$ cat config.mk
export PLATFORM = sky130hd
export DESIGN_NAME = gph_ports
export DESIGN_NICKNAME = d
export VERILOG_FILES = /design/src/logic/gph_pkg.sv /design/src/logic/gph_ports.sv
export SDC_FILE = /design/constraint.sdc
export NUM_CORES = 1
export LEC_CHECK = 0
export BUFFER_PORTS_ARGS = -buffer_cell sky130_fd_sc_hd__buf_2
export CAP_MARGIN = 20
export CORE_MARGIN = 2
export CORE_UTILIZATION = 32
export CTS_BUF_LIST = sky130_fd_sc_hd__clkbuf_2
export DETAILED_ROUTE_END_ITERATION = 7
export MAX_ROUTING_LAYER = met4
export PLACE_DENSITY = 0.62
export RECOVER_POWER = 25
export SYNTH_ARGS = -nofsm -noshare
export SYNTH_HDL_FRONTEND = slang
export SYNTH_SLANG_ARGS = --single-unit
$ cat constraint.sdc
create_clock -name clk_sys_i -period 1.5 [get_ports clk_sys_i]
set_input_delay 0.15 -clock clk_sys_i [delete_from_list [all_inputs] [get_ports clk_sys_i]]
set_output_delay 0.15 -clock clk_sys_i [all_outputs]
set_load 0.03 [all_outputs]
$ cat src/logic/gph_pkg.sv
// Constants and types for the port E to H parallel I/O block
// Functional notes
// - Direction 1 drives pin, 0 floats it
// - Reset clears all port E direction bits
// - Reset clears port F direction bits
// - Reset clears port G direction bits
// - Port F latches survive reset
// - Port G latches survive reset
// - Port H latches survive reset
// - Port E output bit reads latch
// - Port E input bit reads pin level
// - Port F read source follows direction
// - Port G read source follows direction
// - Latch writes accepted whatever the direction
// - Direction always read/write; data bits uniform
// - Port F has seven pins, six shareable
// - Port F 0-3 become timer A channels 0-3
// - Port F 4-5 become timer B channels 0-1
// - Timer-owned port F pin ignores direction driver
// - Direction still selects port F read source
// - Port G three pins share keypad inputs
// - Keypad enable forces port G pin input
// - Port H two pins, keypad bits 3-4
// - Peripheral-owned port E pin ignores direction driver
package gph_pkg;

  localparam int ADDR_W = 8;
  localparam int DATA_W = 8;
  localparam int E_W = 8;
  localparam int F_W = 7;
  localparam int G_W = 3;
  localparam int H_W = 2;
  localparam int KBD_W = 5;
  localparam int TA_CH = 4;
  localparam int TB_CH = 2;
  localparam int ELS_W = 2;

  localparam logic [ADDR_W-1:0] PORT_E_DATA_LATCH_OFS = 8'h08;
  localparam logic [ADDR_W-1:0] PORT_F_DATA_LATCH_OFS = 8'h09;
  localparam logic [ADDR_W-1:0] PORT_G_DATA_LATCH_OFS = 8'h0A;
  localparam logic [ADDR_W-1:0] PORT_H_DATA_LATCH_OFS = 8'h0B;
  localparam logic [ADDR_W-1:0] PORT_E_DIRECTION_OFS = 8'h0C;
  localparam logic [ADDR_W-1:0] PORT_F_DIRECTION_OFS = 8'h0D;
  localparam logic [ADDR_W-1:0] PORT_G_DIRECTION_OFS = 8'h0E;
  localparam logic [ADDR_W-1:0] PORT_H_DIRECTION_OFS = 8'h0F;

  localparam logic [E_W-1:0] PORT_E_DIRECTION_RST = 8'h00;
  localparam logic [F_W-1:0] PORT_F_DIRECTION_RST = 7'h00;
  localparam logic [G_W-1:0] PORT_G_DIRECTION_RST = 3'h0;
  localparam logic [H_W-1:0] PORT_H_DIRECTION_RST = 2'h0;
  localparam logic [ELS_W-1:0] ELS_GPIO = 2'h0;

  // Port F bit positions of the timer channels
  localparam int TA_F_LSB = 0;
  localparam int TB_F_LSB = 4;
  // Port H keypad enable bits start here
  localparam int KBD_H_LSB = 3;

  typedef struct packed {
    logic [E_W-1:0] e;
    logic [F_W-1:0] f;
    logic [G_W-1:0] g;
    logic [H_W-1:0] h;
  } gph_pins_type;

  typedef struct packed {
    logic [ADDR_W-1:0] addr;
    logic [DATA_W-1:0] wdata;
    logic wr;
    logic rd;
  } gph_bus_type;

  typedef struct packed {
    logic [E_W-1:0] owner;
    logic [E_W-1:0] out;
    logic [E_W-1:0] oe;
  } gph_periph_e_type;

  typedef struct packed {
    logic [TA_CH*ELS_W-1:0] ta_els;
    logic [TA_CH-1:0] ta_out;
    logic [TA_CH-1:0] ta_oe;
    logic [TB_CH*ELS_W-1:0] tb_els;
    logic [TB_CH-1:0] tb_out;
    logic [TB_CH-1:0] tb_oe;
  } gph_timer_type;

endpackage : gph_pkg

$ cat src/logic/gph_ports.sv
// Port E to H data latches, direction registers, pin drivers and read mux
`timescale 1ns/1ps
module gph_ports
  import gph_pkg::*;
(
  input wire logic clk_sys_i,
  input wire logic reset_n_i,
  input wire gph_bus_type bus_i,
  output logic [DATA_W-1:0] rdata_o,
  input wire gph_pins_type pin_in_i,
  output gph_pins_type pin_out_o,
  output gph_pins_type pin_oe_o,
  input wire gph_periph_e_type periph_e_i,
  input wire gph_timer_type timer_i,
  input wire logic [KBD_W-1:0] keypad_interrupt_enable_bits_i,
  output gph_pins_type pin_level_o
);

  logic [E_W-1:0] port_e_data_latch_ff;
  logic [F_W-1:0] port_f_data_latch_ff;
  logic [G_W-1:0] port_g_data_latch_ff;
  logic [H_W-1:0] port_h_data_latch_ff;
  logic [E_W-1:0] port_e_direction_ff;
  logic [F_W-1:0] port_f_direction_ff;
  logic [G_W-1:0] port_g_direction_ff;
  logic [H_W-1:0] port_h_direction_ff;
  gph_pins_type sync1_ff;
  gph_pins_type sync2_ff;
  gph_pins_type pin_out_ff;
  gph_pins_type pin_oe_ff;
  gph_pins_type nxt_pin_out;
  gph_pins_type nxt_pin_oe;
  logic [DATA_W-1:0] rdata_ff;
  logic [DATA_W-1:0] nxt_rdata;
  logic [F_W-1:0] f_owned;
  logic [F_W-1:0] f_tmr_out;
  logic [F_W-1:0] f_tmr_oe;

  // Pins are asynchronous to the system clock
  always_ff @(posedge clk_sys_i or negedge reset_n_i) begin
    if (!reset_n_i) begin
      sync1_ff <= '0;
      sync2_ff <= '0;
    end else begin
      sync1_ff <= pin_in_i;
      sync2_ff <= sync1_ff;
    end
  end

  // Latches have no reset so their contents survive it
  always_ff @(posedge clk_sys_i) begin
    if (bus_i.wr) begin
      case (bus_i.addr)
        PORT_E_DATA_LATCH_OFS: port_e_data_latch_ff <= bus_i.wdata;
        PORT_F_DATA_LATCH_OFS: port_f_data_latch_ff <= bus_i.wdata[F_W-1:0];
        PORT_G_DATA_LATCH_OFS: port_g_data_latch_ff <= bus_i.wdata[G_W-1:0];
        PORT_H_DATA_LATCH_OFS: port_h_data_latch_ff <= bus_i.wdata[H_W-1:0];
        default: ;
      endcase
    end
  end

  always_ff @(posedge clk_sys_i or negedge reset_n_i) begin
    if (!reset_n_i) begin
      port_e_direction_ff <= PORT_E_DIRECTION_RST;
      port_f_direction_ff <= PORT_F_DIRECTION_RST;
      port_g_direction_ff <= PORT_G_DIRECTION_RST;
      port_h_direction_ff <= PORT_H_DIRECTION_RST;
    end else if (bus_i.wr) begin
      case (bus_i.addr)
        PORT_E_DIRECTION_OFS: port_e_direction_ff <= bus_i.wdata;
        PORT_F_DIRECTION_OFS: port_f_direction_ff <= bus_i.wdata[F_W-1:0];
        PORT_G_DIRECTION_OFS: port_g_direction_ff <= bus_i.wdata[G_W-1:0];
        PORT_H_DIRECTION_OFS: port_h_direction_ff <= bus_i.wdata[H_W-1:0];
        default: ;
      endcase
    end
  end

  // Timer channel takeover of port F, pin 6 stays plain
  generate
    for (genvar i = 0; i < F_W; i++) begin : g_f_own
      if (i >= TA_F_LSB && i < TA_F_LSB + TA_CH) begin : g_ta
        assign f_owned[i] =
          timer_i.ta_els[(i-TA_F_LSB)*ELS_W +: ELS_W] != ELS_GPIO;
        assign f_tmr_out[i] = timer_i.ta_out[i-TA_F_LSB];
        assign f_tmr_oe[i] = timer_i.ta_oe[i-TA_F_LSB];
      end else if (i >= TB_F_LSB && i < TB_F_LSB + TB_CH) begin : g_tb
        assign f_owned[i] =
          timer_i.tb_els[(i-TB_F_LSB)*ELS_W +: ELS_W] != ELS_GPIO;
        assign f_tmr_out[i] = timer_i.tb_out[i-TB_F_LSB];
        assign f_tmr_oe[i] = timer_i.tb_oe[i-TB_F_LSB];
      end else begin : g_gp
        assign f_owned[i] = 1'b0;
        assign f_tmr_out[i] = 1'b0;
        assign f_tmr_oe[i] = 1'b0;
      end
    end
  endgenerate

  always_comb begin
    // Direction drives the buffer unless a peripheral owns the pin
    nxt_pin_oe.e = (periph_e_i.owner & periph_e_i.oe)
                 | (~periph_e_i.owner & port_e_direction_ff);
    nxt_pin_out.e = (periph_e_i.owner & periph_e_i.out)
                  | (~periph_e_i.owner & port_e_data_latch_ff);
    nxt_pin_oe.f = (f_owned & f_tmr_oe) | (~f_owned & port_f_direction_ff);
    nxt_pin_out.f = (f_owned & f_tmr_out) | (~f_owned & port_f_data_latch_ff);
    // Keypad enable forces the pin to an input
    nxt_pin_oe.g = port_g_direction_ff
                 & ~keypad_interrupt_enable_bits_i[G_W-1:0];
    nxt_pin_out.g = port_g_data_latch_ff;
    nxt_pin_oe.h = port_h_direction_ff
                 & ~keypad_interrupt_enable_bits_i[KBD_H_LSB +: H_W];
    nxt_pin_out.h = port_h_data_latch_ff;
  end

  always_ff @(posedge clk_sys_i or negedge reset_n_i) begin
    if (!reset_n_i) begin
      pin_out_ff <= '0;
      pin_oe_ff <= '0;
    end else begin
      pin_out_ff <= nxt_pin_out;
      pin_oe_ff <= nxt_pin_oe;
    end
  end

  // Read source chosen by direction only, even for owned pins
  always_comb begin
    nxt_rdata = '0;
    case (bus_i.addr)
      PORT_E_DATA_LATCH_OFS:
        nxt_rdata = (port_e_direction_ff & port_e_data_latch_ff)
                  | (~port_e_direction_ff & sync2_ff.e);
      PORT_F_DATA_LATCH_OFS:
        nxt_rdata = {1'b0, (port_f_direction_ff & port_f_data_latch_ff)
                  | (~port_f_direction_ff & sync2_ff.f)};
      PORT_G_DATA_LATCH_OFS:
        nxt_rdata = {5'h00, (port_g_direction_ff & port_g_data_latch_ff)
                  | (~port_g_direction_ff & sync2_ff.g)};
      PORT_H_DATA_LATCH_OFS:
        nxt_rdata = {6'h00, (port_h_direction_ff & port_h_data_latch_ff)
                  | (~port_h_direction_ff & sync2_ff.h)};
      PORT_E_DIRECTION_OFS: nxt_rdata = port_e_direction_ff;
      PORT_F_DIRECTION_OFS: nxt_rdata = {1'b0, port_f_direction_ff};
      PORT_G_DIRECTION_OFS: nxt_rdata = {5'h00, port_g_direction_ff};
      PORT_H_DIRECTION_OFS: nxt_rdata = {6'h00, port_h_direction_ff};
      default: nxt_rdata = '0;
    endcase
  end

  // Read data stands only in the cycle after the strobe
  always_ff @(posedge clk_sys_i or negedge reset_n_i) begin
    if (!reset_n_i) begin
      rdata_ff <= '0;
    end else if (bus_i.rd) begin
      rdata_ff <= nxt_rdata;
    end else begin
      rdata_ff <= '0;
    end
  end

  assign rdata_o = rdata_ff;
  assign pin_out_o = pin_out_ff;
  assign pin_oe_o = pin_oe_ff;
  // Synchronised pin levels for the timer and keypad modules
  assign pin_level_o = sync2_ff;

endmodule : gph_ports

# Yosys cells after proc, flatten, opt, wreduce, memory -nomap -nowiden
# Index checks and enable logic that the tools add are counted.
[classes]
n_mux = 2
eq_ne = 8
n_reduce_logical = 14
magnitude_cmp = 0
multipliers = 0
shifts = 0
bitwise_logic = 34
div_mod_pow = 0
addsub = 0
[ops]
columns = ["cell", "count"]
rows = [
  ["== test 8 x 4 -> 1 bit, second input constant", 8],
  ["one-hot mux 8 bit (8 select lines)", 1],
  ["AND 8 bit", 6],
  ["AND 7 bit", 4],
  ["OR 8 bit", 3],
  ["inverter 8 bit", 2],
  ["AND reduction 2 bit", 8],
  ["OR 6 x 7 -> 7 bit", 2],
  ["AND 6 bit", 2],
  ["nonzero test 2 bit", 6],
  ["AND 3 bit", 3],
  ["2-to-1 mux 8 bit", 1],
  ["inverter 6 -> 7 bit", 1],
  ["inverter 7 bit", 1],
  ["OR 7 bit", 1],
  ["AND 2 bit", 3],
  ["inverter 3 bit", 2],
  ["inverter 2 bit", 2],
  ["OR 3 bit", 1],
  ["OR 2 bit", 1],
]
[totals]
output_inout_bits = 68
latch_bits = 0
reg_bits = 128
input_bits = 93
ram_bits = 0
rom_bits = 0
wordCells = 83
mem_count = 0

# Longest topological paths before layout
# Gate-level depths: netlist of run 1.
[depth]
depth_word = 5
ltp_mapped = 6
ltp_nobuf = 4

# Worst setup path after synthesis of run 1
# No wires, ideal clock.
[synth_timing]
path_type = "input -> register"
start = "input port bus_i[14] (netlist name)"
end = "register port_e_data_latch_ff[0] (enable)"
setup_time_ns = 0.383
slack_ns = -0.266
arrival_ns = 1.382
stages = 4
t_required_ns = 1.117
path_buffers = 0
cell_sequence = "nor3_2 nand2_1 or3_1 nor3_1"
[synth_between]
elab_chain_len = 2
[synth_rtl]
columns = ["item", "line_no", "text"]
rows = [
  ["start: declaration", "gph_ports.sv:8", "input wire gph_bus_type bus_i,"],
  ["== test 8 x 4 -> 1 bit", "gph_ports.sv:53", "case (bus_i.addr)"],
  ["AND reduction 2 bit (no line)", "-", ""],
  ["end signal: assignment", "gph_ports.sv:54", "PORT_E_DATA_LATCH_OFS: port_e_data_latch_ff <= bus_i.wdata;"],
  ["end: declaration", "gph_ports.sv:19", "logic [E_W-1:0] port_e_data_latch_ff;"],
]
# No other way between the ends.
# A chain may end at the register's enable or synchronous reset.

# Worst setup path in the final report of run 1
[layout_timing]
start = "input port bus_i[10] (netlist name)"
end = "register port_g_direction_ff[2]"
[layout_between]
elab_chain_len = 2
[layout_rtl]
columns = ["item", "line_no", "text"]
rows = [
  ["== test 8 x 4 -> 1 bit", "gph_ports.sv:70", "case (bus_i.addr)"],
  ["AND reduction 2 bit (no line)", "-", ""],
  ["end signal: assignment", "gph_ports.sv:73", "PORT_G_DIRECTION_OFS: port_g_direction_ff <= bus_i.wdata[G_W-1:0];"],
  ["end: declaration", "gph_ports.sv:25", "logic [G_W-1:0] port_g_direction_ff;"],
]
# No other way between the ends.

==> results of run 1 <==
-- power by group through the flow --
stage / registers, mW / logic, mW / clock network, mW
after floorplan: 3.93 / 0.185 / 0
after global placement: 3.79 / 0.697 / 0
after detailed placement: 3.79 / 0.710 / 0
after CTS: 3.72 / 0.931 / 2.03
after global routing: 3.75 / 1.08 / 2.20
final: 3.73 / 1.01 / 1.95
-- layer usage --
| metal | global-route usage (%) | wire length, um | vias up |
|---|---|---|---|
| met2 | 29.6 | 6730 | 136 |
| met4 | 8.01 | 293 | 0 |
| met1 | 20.9 | 5310 | 1780 |
| li1 | - | - | 1693 |
| met5 | - | 0 | - |
| met3 | 4.81 | 793 | 24 |
-- state kept, by name, indices dropped and copies added (netlist names) --
name,cells
pin_level_o,20
pin_oe_o,20
pin_out_o,20
sync1_ff,20
port_e_data_latch_ff,8
port_e_direction_ff,8
rdata_o,8
port_f_data_latch_ff,7
port_f_direction_ff,7
port_g_data_latch_ff,3
port_g_direction_ff,3
port_h_data_latch_ff,2
port_h_direction_ff,2
-- critical path, cell delays in order --
cell and delay (ps):
dlygate4sd3_1 540, buf_2 140, nor2b_1 140, dlygate4sd3_1 560, buf_4 110, nand3_1 130
mux2_2 300
-- layout by cell type, fill, tap and decap left out, types with 3 or more instances in the layout --
cell type | Yosys | layout
nand3_1 | 5 | 5
buf_6 | 2 | 40
clkbuf_2 | 0 | 22
mux2_4 | 7 | 7
dlygate4sd3_1 | 0 | 100
clkinv_2 | 0 | 4
mux2_2 | 39 | 39
nor3_1 | 4 | 3
nor2_1 | 15 | 14
inv_1 | 4 | 4
buf_12 | 0 | 3
a21oi_1 | 11 | 11
nor2b_1 | 6 | 6
clkbuf_1 | 3 | 8
edfxtp_1 | 20 | 20
o21a_1 | 3 | 3
mux2i_1 | 6 | 6
dfrtp_1 | 108 | 108
nand2_1 | 9 | 9
o21ai_0 | 14 | 14
or3b_2 | 4 | 4
buf_4 | 1 | 42
nand2b_1 | 4 | 4
buf_2 | 4 | 107
-- cell families (layout without fill, tap and decap cells) --
| logic type | after synthesis | count (layout) | share of synthesized area [%] |
|---|---|---|---|
| flip-flops | 128 | 128 | 71.8 |
| AND/OR/NAND/NOR | 58 | 58 | 7.10 |
| multiplexers | 54 | 54 | 13.6 |
| AO/OA/AOI/OAI | 43 | 43 | 5.85 |
| buffers and inverters | 14 | 335 | 1.66 |
| other | 0 | 1 | 0 |
-- layout make-up --
class	count	area, um^2	area share, %
inverter	4	15.0	0.203
multi-input combinational	155	1240	16.8
sequential	128	3300	44.8
tap	180	225	3.05
timing repair buffer	300	2390	32.4
clock buffer	22	110	1.49
clock inverter	9	93.8	1.27
antenna	1	2.50	0.0339
-- what timing repair did --
item                                    in CTS  in global routing
endpoints found under the setup margin       8                 50
hold endpoints to repair                   211                  1
pin swaps                                    0                  1
hold buffers                                99                  2
buffers inserted                             6                  8
gates resized for setup                      3                125
gates cloned                                 0                  0
-- how the worst min path moves through the flow --
stage                     cells after the start  slack (ps)                      to
after floorplan                               0        -150          pin_level_o[0]
after global placement                        1           9              rdata_o[7]
after detailed placement                      1          10         pin_level_o[13]
after CTS                                     4          20  port_h_direction_ff[0]
after global routing                          2          20            sync1_ff[17]
final                                         4          80  port_h_direction_ff[0]
==> impl_metrics.tcl, run 1 <==
set metrics [dict create \
    synth.most_common_cell "dfrtp_1" \
    synthCells 297 \
    syn_area_um2 4600 \
    yosys.area.top_type "dfrtp_1" \
    synth_ff_type "dfrtp_1" \
    drt_first_pass_iters 5 \
    whs_ps 78.9 \
    cp.arrival_ps 2060 \
    cp-start-kind "input port" \
    critPathLaunch "bus_i[10]" \
    ir_worst_vdd_mv 0.448 \
    maxSlewViolCount 0 \
    critical_path.max_fanout 4 \
    ys_seq_area_share_pct 71.8 \
    synth_warnings 0 \
    power.share.switching_pct 25.8 \
    power.density_nw_per_um2 907 \
    port_buffers 160 \
    worstSetupEndpointType "flip-flop" \
    nets 699 \
    r2r_setup_slack_ps 30 \
    p_leak_nw 3.45 \
    viasPerCell 4.55 \
    synth_edf_count 20 \
    critPathRequiredTime_ps 2090 \
    layout_min_cycle_time_ps 1470 \
    fin_ws_ps 30.4 \
    finalClockSkew_ps 12.9 \
    ys_top_cells_by_area "dfrtp_1, edfxtp_1, mux2_2, mux2_4, o21ai_0" \
    die_w_um 124 \
    r2r-end "pin_oe_o[6]" \
    avgRoutedWirePerCell_um 16.4 \
    fp.coreArea_um2 14000 \
    rr_worst_depth 2 \
    post-route-util_pct 52.8 \
    post-route-period-util_pct 98.0 \
    hold_viol_final 0 \
    tns_ps 0 \
    r2r-start "port_f_direction_ff[1]" \
    pin_count 161 \
    ctsRootBufferMaster "clkbuf_2" \
    start_util_pct 32.9 \
    mappedNetlistNets 390 \
    clock_path_buffers 2 \
    first_iter_violations 172 \
    synthArstFlopShare_pct 84.4 \
    synthTopCellsByCount "dfrtp_1, mux2_2, edfxtp_1" \
    grt_pass1_vias 3812 \
    cts_sinks 128 \
    pwr-share-clk_pct 29.2 \
    pre_cts_ws_ps -110 \
    ys_seq_elements 128 \
    final_cell_area_um2 7380 \
    grt_pass1_wl_mm 19.6 \
    cts_tree "built" \
    finalPower_mw 6.69 \
    drv_cap 0 \
    rows 43 \
    clkLatencyLatePin_ps 680 \
    relSlewSlack_pct 68.2 \
    wirelength_mm 13.1 \
    placed_area_um2 5810 \
    hp-start "bus_i[13]" \
    die_h_um 124 \
    p_switching_mw 1.73 \
    worst-setup-path-type "in -> reg" \
    post-dp-hpwl_mm 8.88 \
    p_int_mw 4.97 \
    synth.distinct_cells 41 \
    yosys.area.top_type_share_pct 58.7 \
    grt_start_max_net_pins 46 \
    drc 0 \
    worst_pin_slew_ps 477 \
    grt_antenna_before_repair 1 \
    comb_power_share_pct 15.0 \
    htreeDepth 4 \
    clk_pin_slew_ps 160 \
    num-fill-cells 1209 \
    cts_buffers 17 \
    avgSynthCellArea_um2 15.5 \
    status "finished clean" \
    vias 3633 \
    place.gp.congestion 0.781 \
    rsz0062_at_grt "yes" \
    worstSetupEndpoint "port_g_direction_ff[2]" \
    grt_use_total_pct 18.0 \
    stdcell_count 799 \
    max_freq_mhz 680 \
    area_growth_syn_to_layout_pct 60.4 \
    drtAntennaViolNets 0 \
    dp.cells 653 \
    grt-ovfl-total 0 \
    finalSetupViolCount 0 \
    dieArea_um2 15400 \
    drive_above_1_share_pct 44.3 \
    seq_power_share_pct 55.8 \
    min-delay-path-class "in -> reg" \
]
Power figures use the tool's default switching activity.
==> run 2, diff against run 1 <==
==> constraint.sdc (replaced) <==
create_clock -name clk_sys_i -period 1.5 [get_ports clk_sys_i]
set_input_delay 0.375 -clock clk_sys_i [delete_from_list [all_inputs] [get_ports clk_sys_i]]
set_output_delay 0.375 -clock clk_sys_i [all_outputs]
set_load 0.03 [all_outputs]
==> run 2 against run 1 <==
Against the previous run: the run now ends with negative setup slack left; combinational power barely moved; sequential share of layout area fell by 1.4 points; largest power group unchanged; first-iteration DRC count fell by 21%; total power rose by 4.4%; utilization rose by 1.7 points; clock-buffer cell count fell by 5; critical path depth fell by 6; global-route usage rose by 0.18 points; setup slack got worse by 170 ps; via count fell by 0.36%; hold slack got worse by 21 ps; clock skew rose by 14 ps.
==> impl_metrics.tcl, run 2 (synthesis results as in run 1) <==
set metrics [dict create \
    final_cell_area_um2 7610 \
    finalSetupViolCount 68 \
    rows 43 \
    post-dp-hpwl_mm 8.79 \
    hold_viol_final 0 \
    ir_worst_vdd_mv 0.485 \
    cp-start-kind "flip-flop" \
    tns_ps -7060 \
    grt_antenna_before_repair 1 \
    vias 3620 \
    drt_first_pass_iters 5 \
    r2r-end "pin_oe_o[7]" \
    drc 0 \
    grt_start_max_net_pins 81 \
    grt-ovfl-total 0 \
    pin_count 161 \
    drive_above_1_share_pct 47.6 \
    crit_buf_inv 1 \
    cts_sinks 128 \
    worst_pin_slew_ps 667 \
    relSlewSlack_pct 55.5 \
    port_buffers 160 \
    r2r-start "port_f_direction_ff[2]" \
    first_iter_violations 136 \
    finalPower_mw 6.98 \
    fin_ws_ps -141 \
    cts_buffers 17 \
    violations "negative setup slack" \
    grt_use_total_pct 18.2 \
    p_leak_nw 3.52 \
    area_growth_syn_to_layout_pct 65.4 \
    clkLatencyLatePin_ps 690 \
    clock_path_buffers 2 \
    maxSlewViolCount 0 \
    worstSetupEndpointType "primary output" \
    die_w_um 124 \
    wirelength_mm 13.1 \
    avgRoutedWirePerCell_um 16.5 \
    cts_tree "built" \
    power.density_nw_per_um2 917 \
    post-route-period-util_pct 109 \
    drtAntennaViolNets 0 \
    cp.arrival_ps 1270 \
    r2r_setup_slack_ps 30 \
    hp-start "timer_i[16]" \
    whs_ps 58.3 \
    max_freq_mhz 610 \
    worst-setup-path-type "reg -> out" \
    die_h_um 124 \
    hold_depth 3 \
    grt_pass1_wl_mm 19.8 \
    rsz0062_at_grt "yes" \
    grt_pass1_vias 3915 \
    critPathMaxStageDelay_ps 440 \
    viasPerCell 4.53 \
    dieArea_um2 15400 \
    crit_chain "buf_6" \
    finalClockSkew_ps 27.4 \
    drv_cap 0 \
    status "finished with violations" \
    cp_top_family "flip-flops" \
    slowest_stage "dfrtp_1" \
    clk_pin_slew_ps 180 \
    place.gp.congestion 0.849 \
    critPathRequiredTime_ps 1120 \
    start_util_pct 32.9 \
    worst_hold_path.endpoint "pin_oe_o[5]" \
    nets 698 \
    min-delay-path-class "in -> reg" \
    layout_min_cycle_time_ps 1640 \
    layout_common_cells "dfrtp_1, dlygate4sd3_1, buf_2" \
    pre_cts_ws_ps -352 \
    mostFrequentLayoutCell "dfrtp_1" \
    placed_area_um2 5890 \
    fp.coreArea_um2 14000 \
    rr_worst_depth 3 \
    htreeDepth 4 \
    ctsRootBufferMaster "clkbuf_2" \
    critical_path.max_fanout 2 \
]
## run 2: metrics by stage
stage                     std cells  util [%]
after CTS                       791      54.0
final                           799      54.4
after global routing            799      54.4
after global placement          658      42.1
after floorplan                 297         -
after detailed placement        658      42.1
## run 2: power breakdown
part	switching [mW]	internal, mW	total, mW
Clock	1.29	0.916	2.21
Sequential	0.0811	3.66	3.74
Combinational	0.465	0.573	1.04
Total	1.84	5.15	6.98
## run 2: how the worst max path moves through the flow
| stage | from | endpoint | depth (start not counted) |
|---|---|---|---|
| after floorplan | bus_i[14] | port_e_data_latch_ff[0] | 4 |
| after global placement | bus_i[14] | port_e_data_latch_ff[3] | 6 |
| after detailed placement | bus_i[14] | port_e_data_latch_ff[7] | 6 |
| after CTS | rdata_o[7] | rdata_o[7] | 1 |
| after global routing | pin_out_o[4] | pin_out_o[4] | 1 |
| final | pin_level_o[4] | pin_level_o[4] | 1 |
## run 2: cell type report
class | instances | area [um^2]
Antenna cell | 1 | 2.50
Timing Repair Buffer | 299 | 2520
Sequential cell | 128 | 3300
Tap cell | 180 | 225
Clock inverter | 15 | 168
Clock buffer | 17 | 85.1
Fill cell | 1162 | 6380
Multi-Input combinational cell | 155 | 1290
Inverter | 4 | 15.0
## run 2: layer usage
metal | wire [um] | part of all wire (%) | vias to the layer above | track usage [%]
met5 | 0 | 0 | - | -
met4 | 250 | 1.9 | 0 | 7.30
met3 | 730 | 5.6 | 19 | 4.53
met2 | 6810 | 52 | 146 | 29.7
met1 | 5350 | 41 | 1776 | 21.8
li1 | - | - | 1679 | -
## run 2: timing repair
action,CTS,global route
pin swaps,0,2
resized for setup,136,4
setup endpoints to repair,68,70
hold buffers,88,2
endpoints found under the hold margin,199,1
setup buffers,13,6
==> run 3, diff against run 2 <==
--- a/config.mk
+++ b/config.mk
@@ -7,12 +7,13 @@
 export LEC_CHECK = 0
 export BUFFER_PORTS_ARGS = -buffer_cell sky130_fd_sc_hd__buf_2
 export CAP_MARGIN = 20
+export CORE_ASPECT_RATIO = 0.9
 export CORE_MARGIN = 2
-export CORE_UTILIZATION = 32
+export CORE_UTILIZATION = 51
 export CTS_BUF_LIST = sky130_fd_sc_hd__clkbuf_2
 export DETAILED_ROUTE_END_ITERATION = 7
 export MAX_ROUTING_LAYER = met4
-export PLACE_DENSITY = 0.62
+export PLACE_DENSITY = 0.81
 export RECOVER_POWER = 25
 export SYNTH_ARGS = -nofsm -noshare
 export SYNTH_HDL_FRONTEND = slang
==> run 3 against run 2 <==
Against the previous run: the flow still finishes with violations (negative setup slack); cell count fell by 9.5%; first-iteration DRC count is 110% higher; final area fell by 2.6%; routed wire length is 18% higher; clock-buffer cell count rose by 1; non-clock buffer count shrank 15; flip-flop and latch count did not move; combinational power about the same; critical path type unchanged; critical endpoint is now pin_level_o[8].
==> impl_metrics.tcl, run 3 (synthesis results as in run 1) <==
set metrics [dict create \
    grt_pass1_vias 4389 \
    port_buffers 160 \
    slowest_stage "dfrtp_1" \
    grt_use_total_pct 33.8 \
    cp.arrival_ps 1320 \
    crit_chain "buf_6" \
    critical_path.max_fanout 2 \
    grt-ovfl-total 0 \
    vias 4019 \
    clock_path_buffers 2 \
    drive_above_1_share_pct 47.8 \
    pin_count 161 \
    status "finished with violations" \
    cp_top_family "flip-flops" \
    clkLatencyLatePin_ps 710 \
    viasPerCell 5.56 \
    min-delay-path-class "in -> reg" \
    finalClockSkew_ps 49.9 \
    dieArea_um2 9800 \
    grt_antenna_before_repair 1 \
    wirelength_mm 15.6 \
    die_h_um 94.1 \
    cts_sinks 128 \
    num-fill-cells 415 \
    post-route-period-util_pct 113 \
    tns_ps -8130 \
    fp.coreArea_um2 8690 \
    htreeDepth 4 \
    rows 32 \
    critPathMaxStageDelay_ps 460 \
    first_iter_violations 280 \
    stdcell_count 723 \
    start_util_pct 53.0 \
    clk_pin_slew_ps 220 \
    dp.cells 598 \
    layout_common_cells "dfrtp_1, buf_2, dlygate4sd3_1" \
    finalSetupViolCount 69 \
    power.density_nw_per_um2 945 \
    die_w_um 104 \
    maxSlewViolCount 0 \
    nets 683 \
    crit_buf_inv 1 \
    final_cell_area_um2 7410 \
    ctsRootBufferMaster "clkbuf_2" \
    violations "negative setup slack" \
    layout_min_cycle_time_ps 1690 \
    rsz0062_at_grt "yes" \
    post-dp-hpwl_mm 8.21 \
    worst-setup-path-type "reg -> out" \
    worst_pin_slew_ps 627 \
    drtAntennaViolNets 0 \
    fin_ws_ps -193 \
    mostFrequentLayoutCell "dfrtp_1" \
    worstSetupEndpointType "primary output" \
    p_leak_nw 3.46 \
    cp-start-kind "flip-flop" \
    grt_start_max_net_pins 37 \
    area_growth_syn_to_layout_pct 61.0 \
    drv_cap 0 \
    grt_pass1_wl_mm 23.8 \
    critPathRequiredTime_ps 1120 \
    ir_worst_vdd_mv 0.830 \
    hold_viol_final 0 \
    cts_buffers 17 \
    drc 0 \
    avgRoutedWirePerCell_um 21.5 \
    relSlewSlack_pct 58.2 \
    max_freq_mhz 591 \
    drt_first_pass_iters 5 \
    placed_area_um2 5860 \
    place.gp.congestion 0.859 \
    cts_tree "built" \
]
-- run 3: cell types whose count changed in the layout (fill, tap and decap cells not counted), sizes merged --
cell / change
dlygate4sd3: -13
clkinvlp: -4
clkinv: +3
buf: -1
-- run 3: power by group --
group | switching (mW) | internal (mW) | total [mW] | leakage [nW]
Clock | 1.30 | 0.905 | 2.21 | 0.150
Combinational | 0.497 | 0.554 | 1.05 | 1.79
Sequential | 0.0908 | 3.66 | 3.75 | 1.53
Total | 1.89 | 5.12 | 7.01 | 3.46
-- run 3: cell type report --
| cell class | instances | area, um^2 | area share (%) |
|---|---|---|---|
| flip-flops and latches | 128 | 3300 | 44.6 |
| multi-input cells | 155 | 1290 | 17.4 |
| inverters | 4 | 15.0 | 0.203 |
| well taps | 119 | 149 | 2.01 |
| repair buffers | 284 | 2420 | 32.6 |
| clock inverters | 14 | 146 | 1.98 |
| clock buffers | 18 | 90.1 | 1.22 |
| diodes | 1 | 2.50 | 0.0338 |
-- run 3: worst paths after layout --
kind                                        start              to  slack (ps)  cells after the start
setup / recovery                   pin_level_o[8]  pin_level_o[8]        -190                      1
hold / removal                        timer_i[22]    pin_out_o[8]          20                      3
setup reg to reg           port_e_direction_ff[2]      rdata_o[2]         -70                      5
hold reg to reg                       sync1_ff[8]  pin_level_o[8]         320                      0
max in group asynchronous               reset_n_i     sync1_ff[8]         620                      3
min in group asynchronous               reset_n_i    pin_oe_o[12]         190                      2
-- run 3: routing by layer --
layer  part of all wire, %  vias to the layer above  routed length, um  track usage, %
li1                      -                     1661                  -               -
met1                    36                     1976               5580            37.1
met2                    52                      299               8060            58.8
met3                   7.1                       83               1100            9.02
met4                   5.3                        0                826            15.0
met5                     0                        -                  0               -
-- run 3: per-stage QoR --
step                utilization (%)  power [mW]  hold WS [ps]  worst slack (ps)
floorplan                         -        4.12          79.4              -148
global placement               67.5        4.49           289              -314
detailed placement             67.5        4.52           294              -350
CTS                            84.7        6.87          1.47              -160
global route                   85.3        7.24          6.18              -233
finish                         85.3        7.01          16.7              -193
-- run 3: what timing repair did --
action                                 CTS  global route
endpoints found under the hold margin  185             4
resized for setup                      137             2
hold buffers                            75             2
setup endpoints to repair               68            70
cloned                                   0             0
pin swaps                                1             2
buffers inserted                        11             5
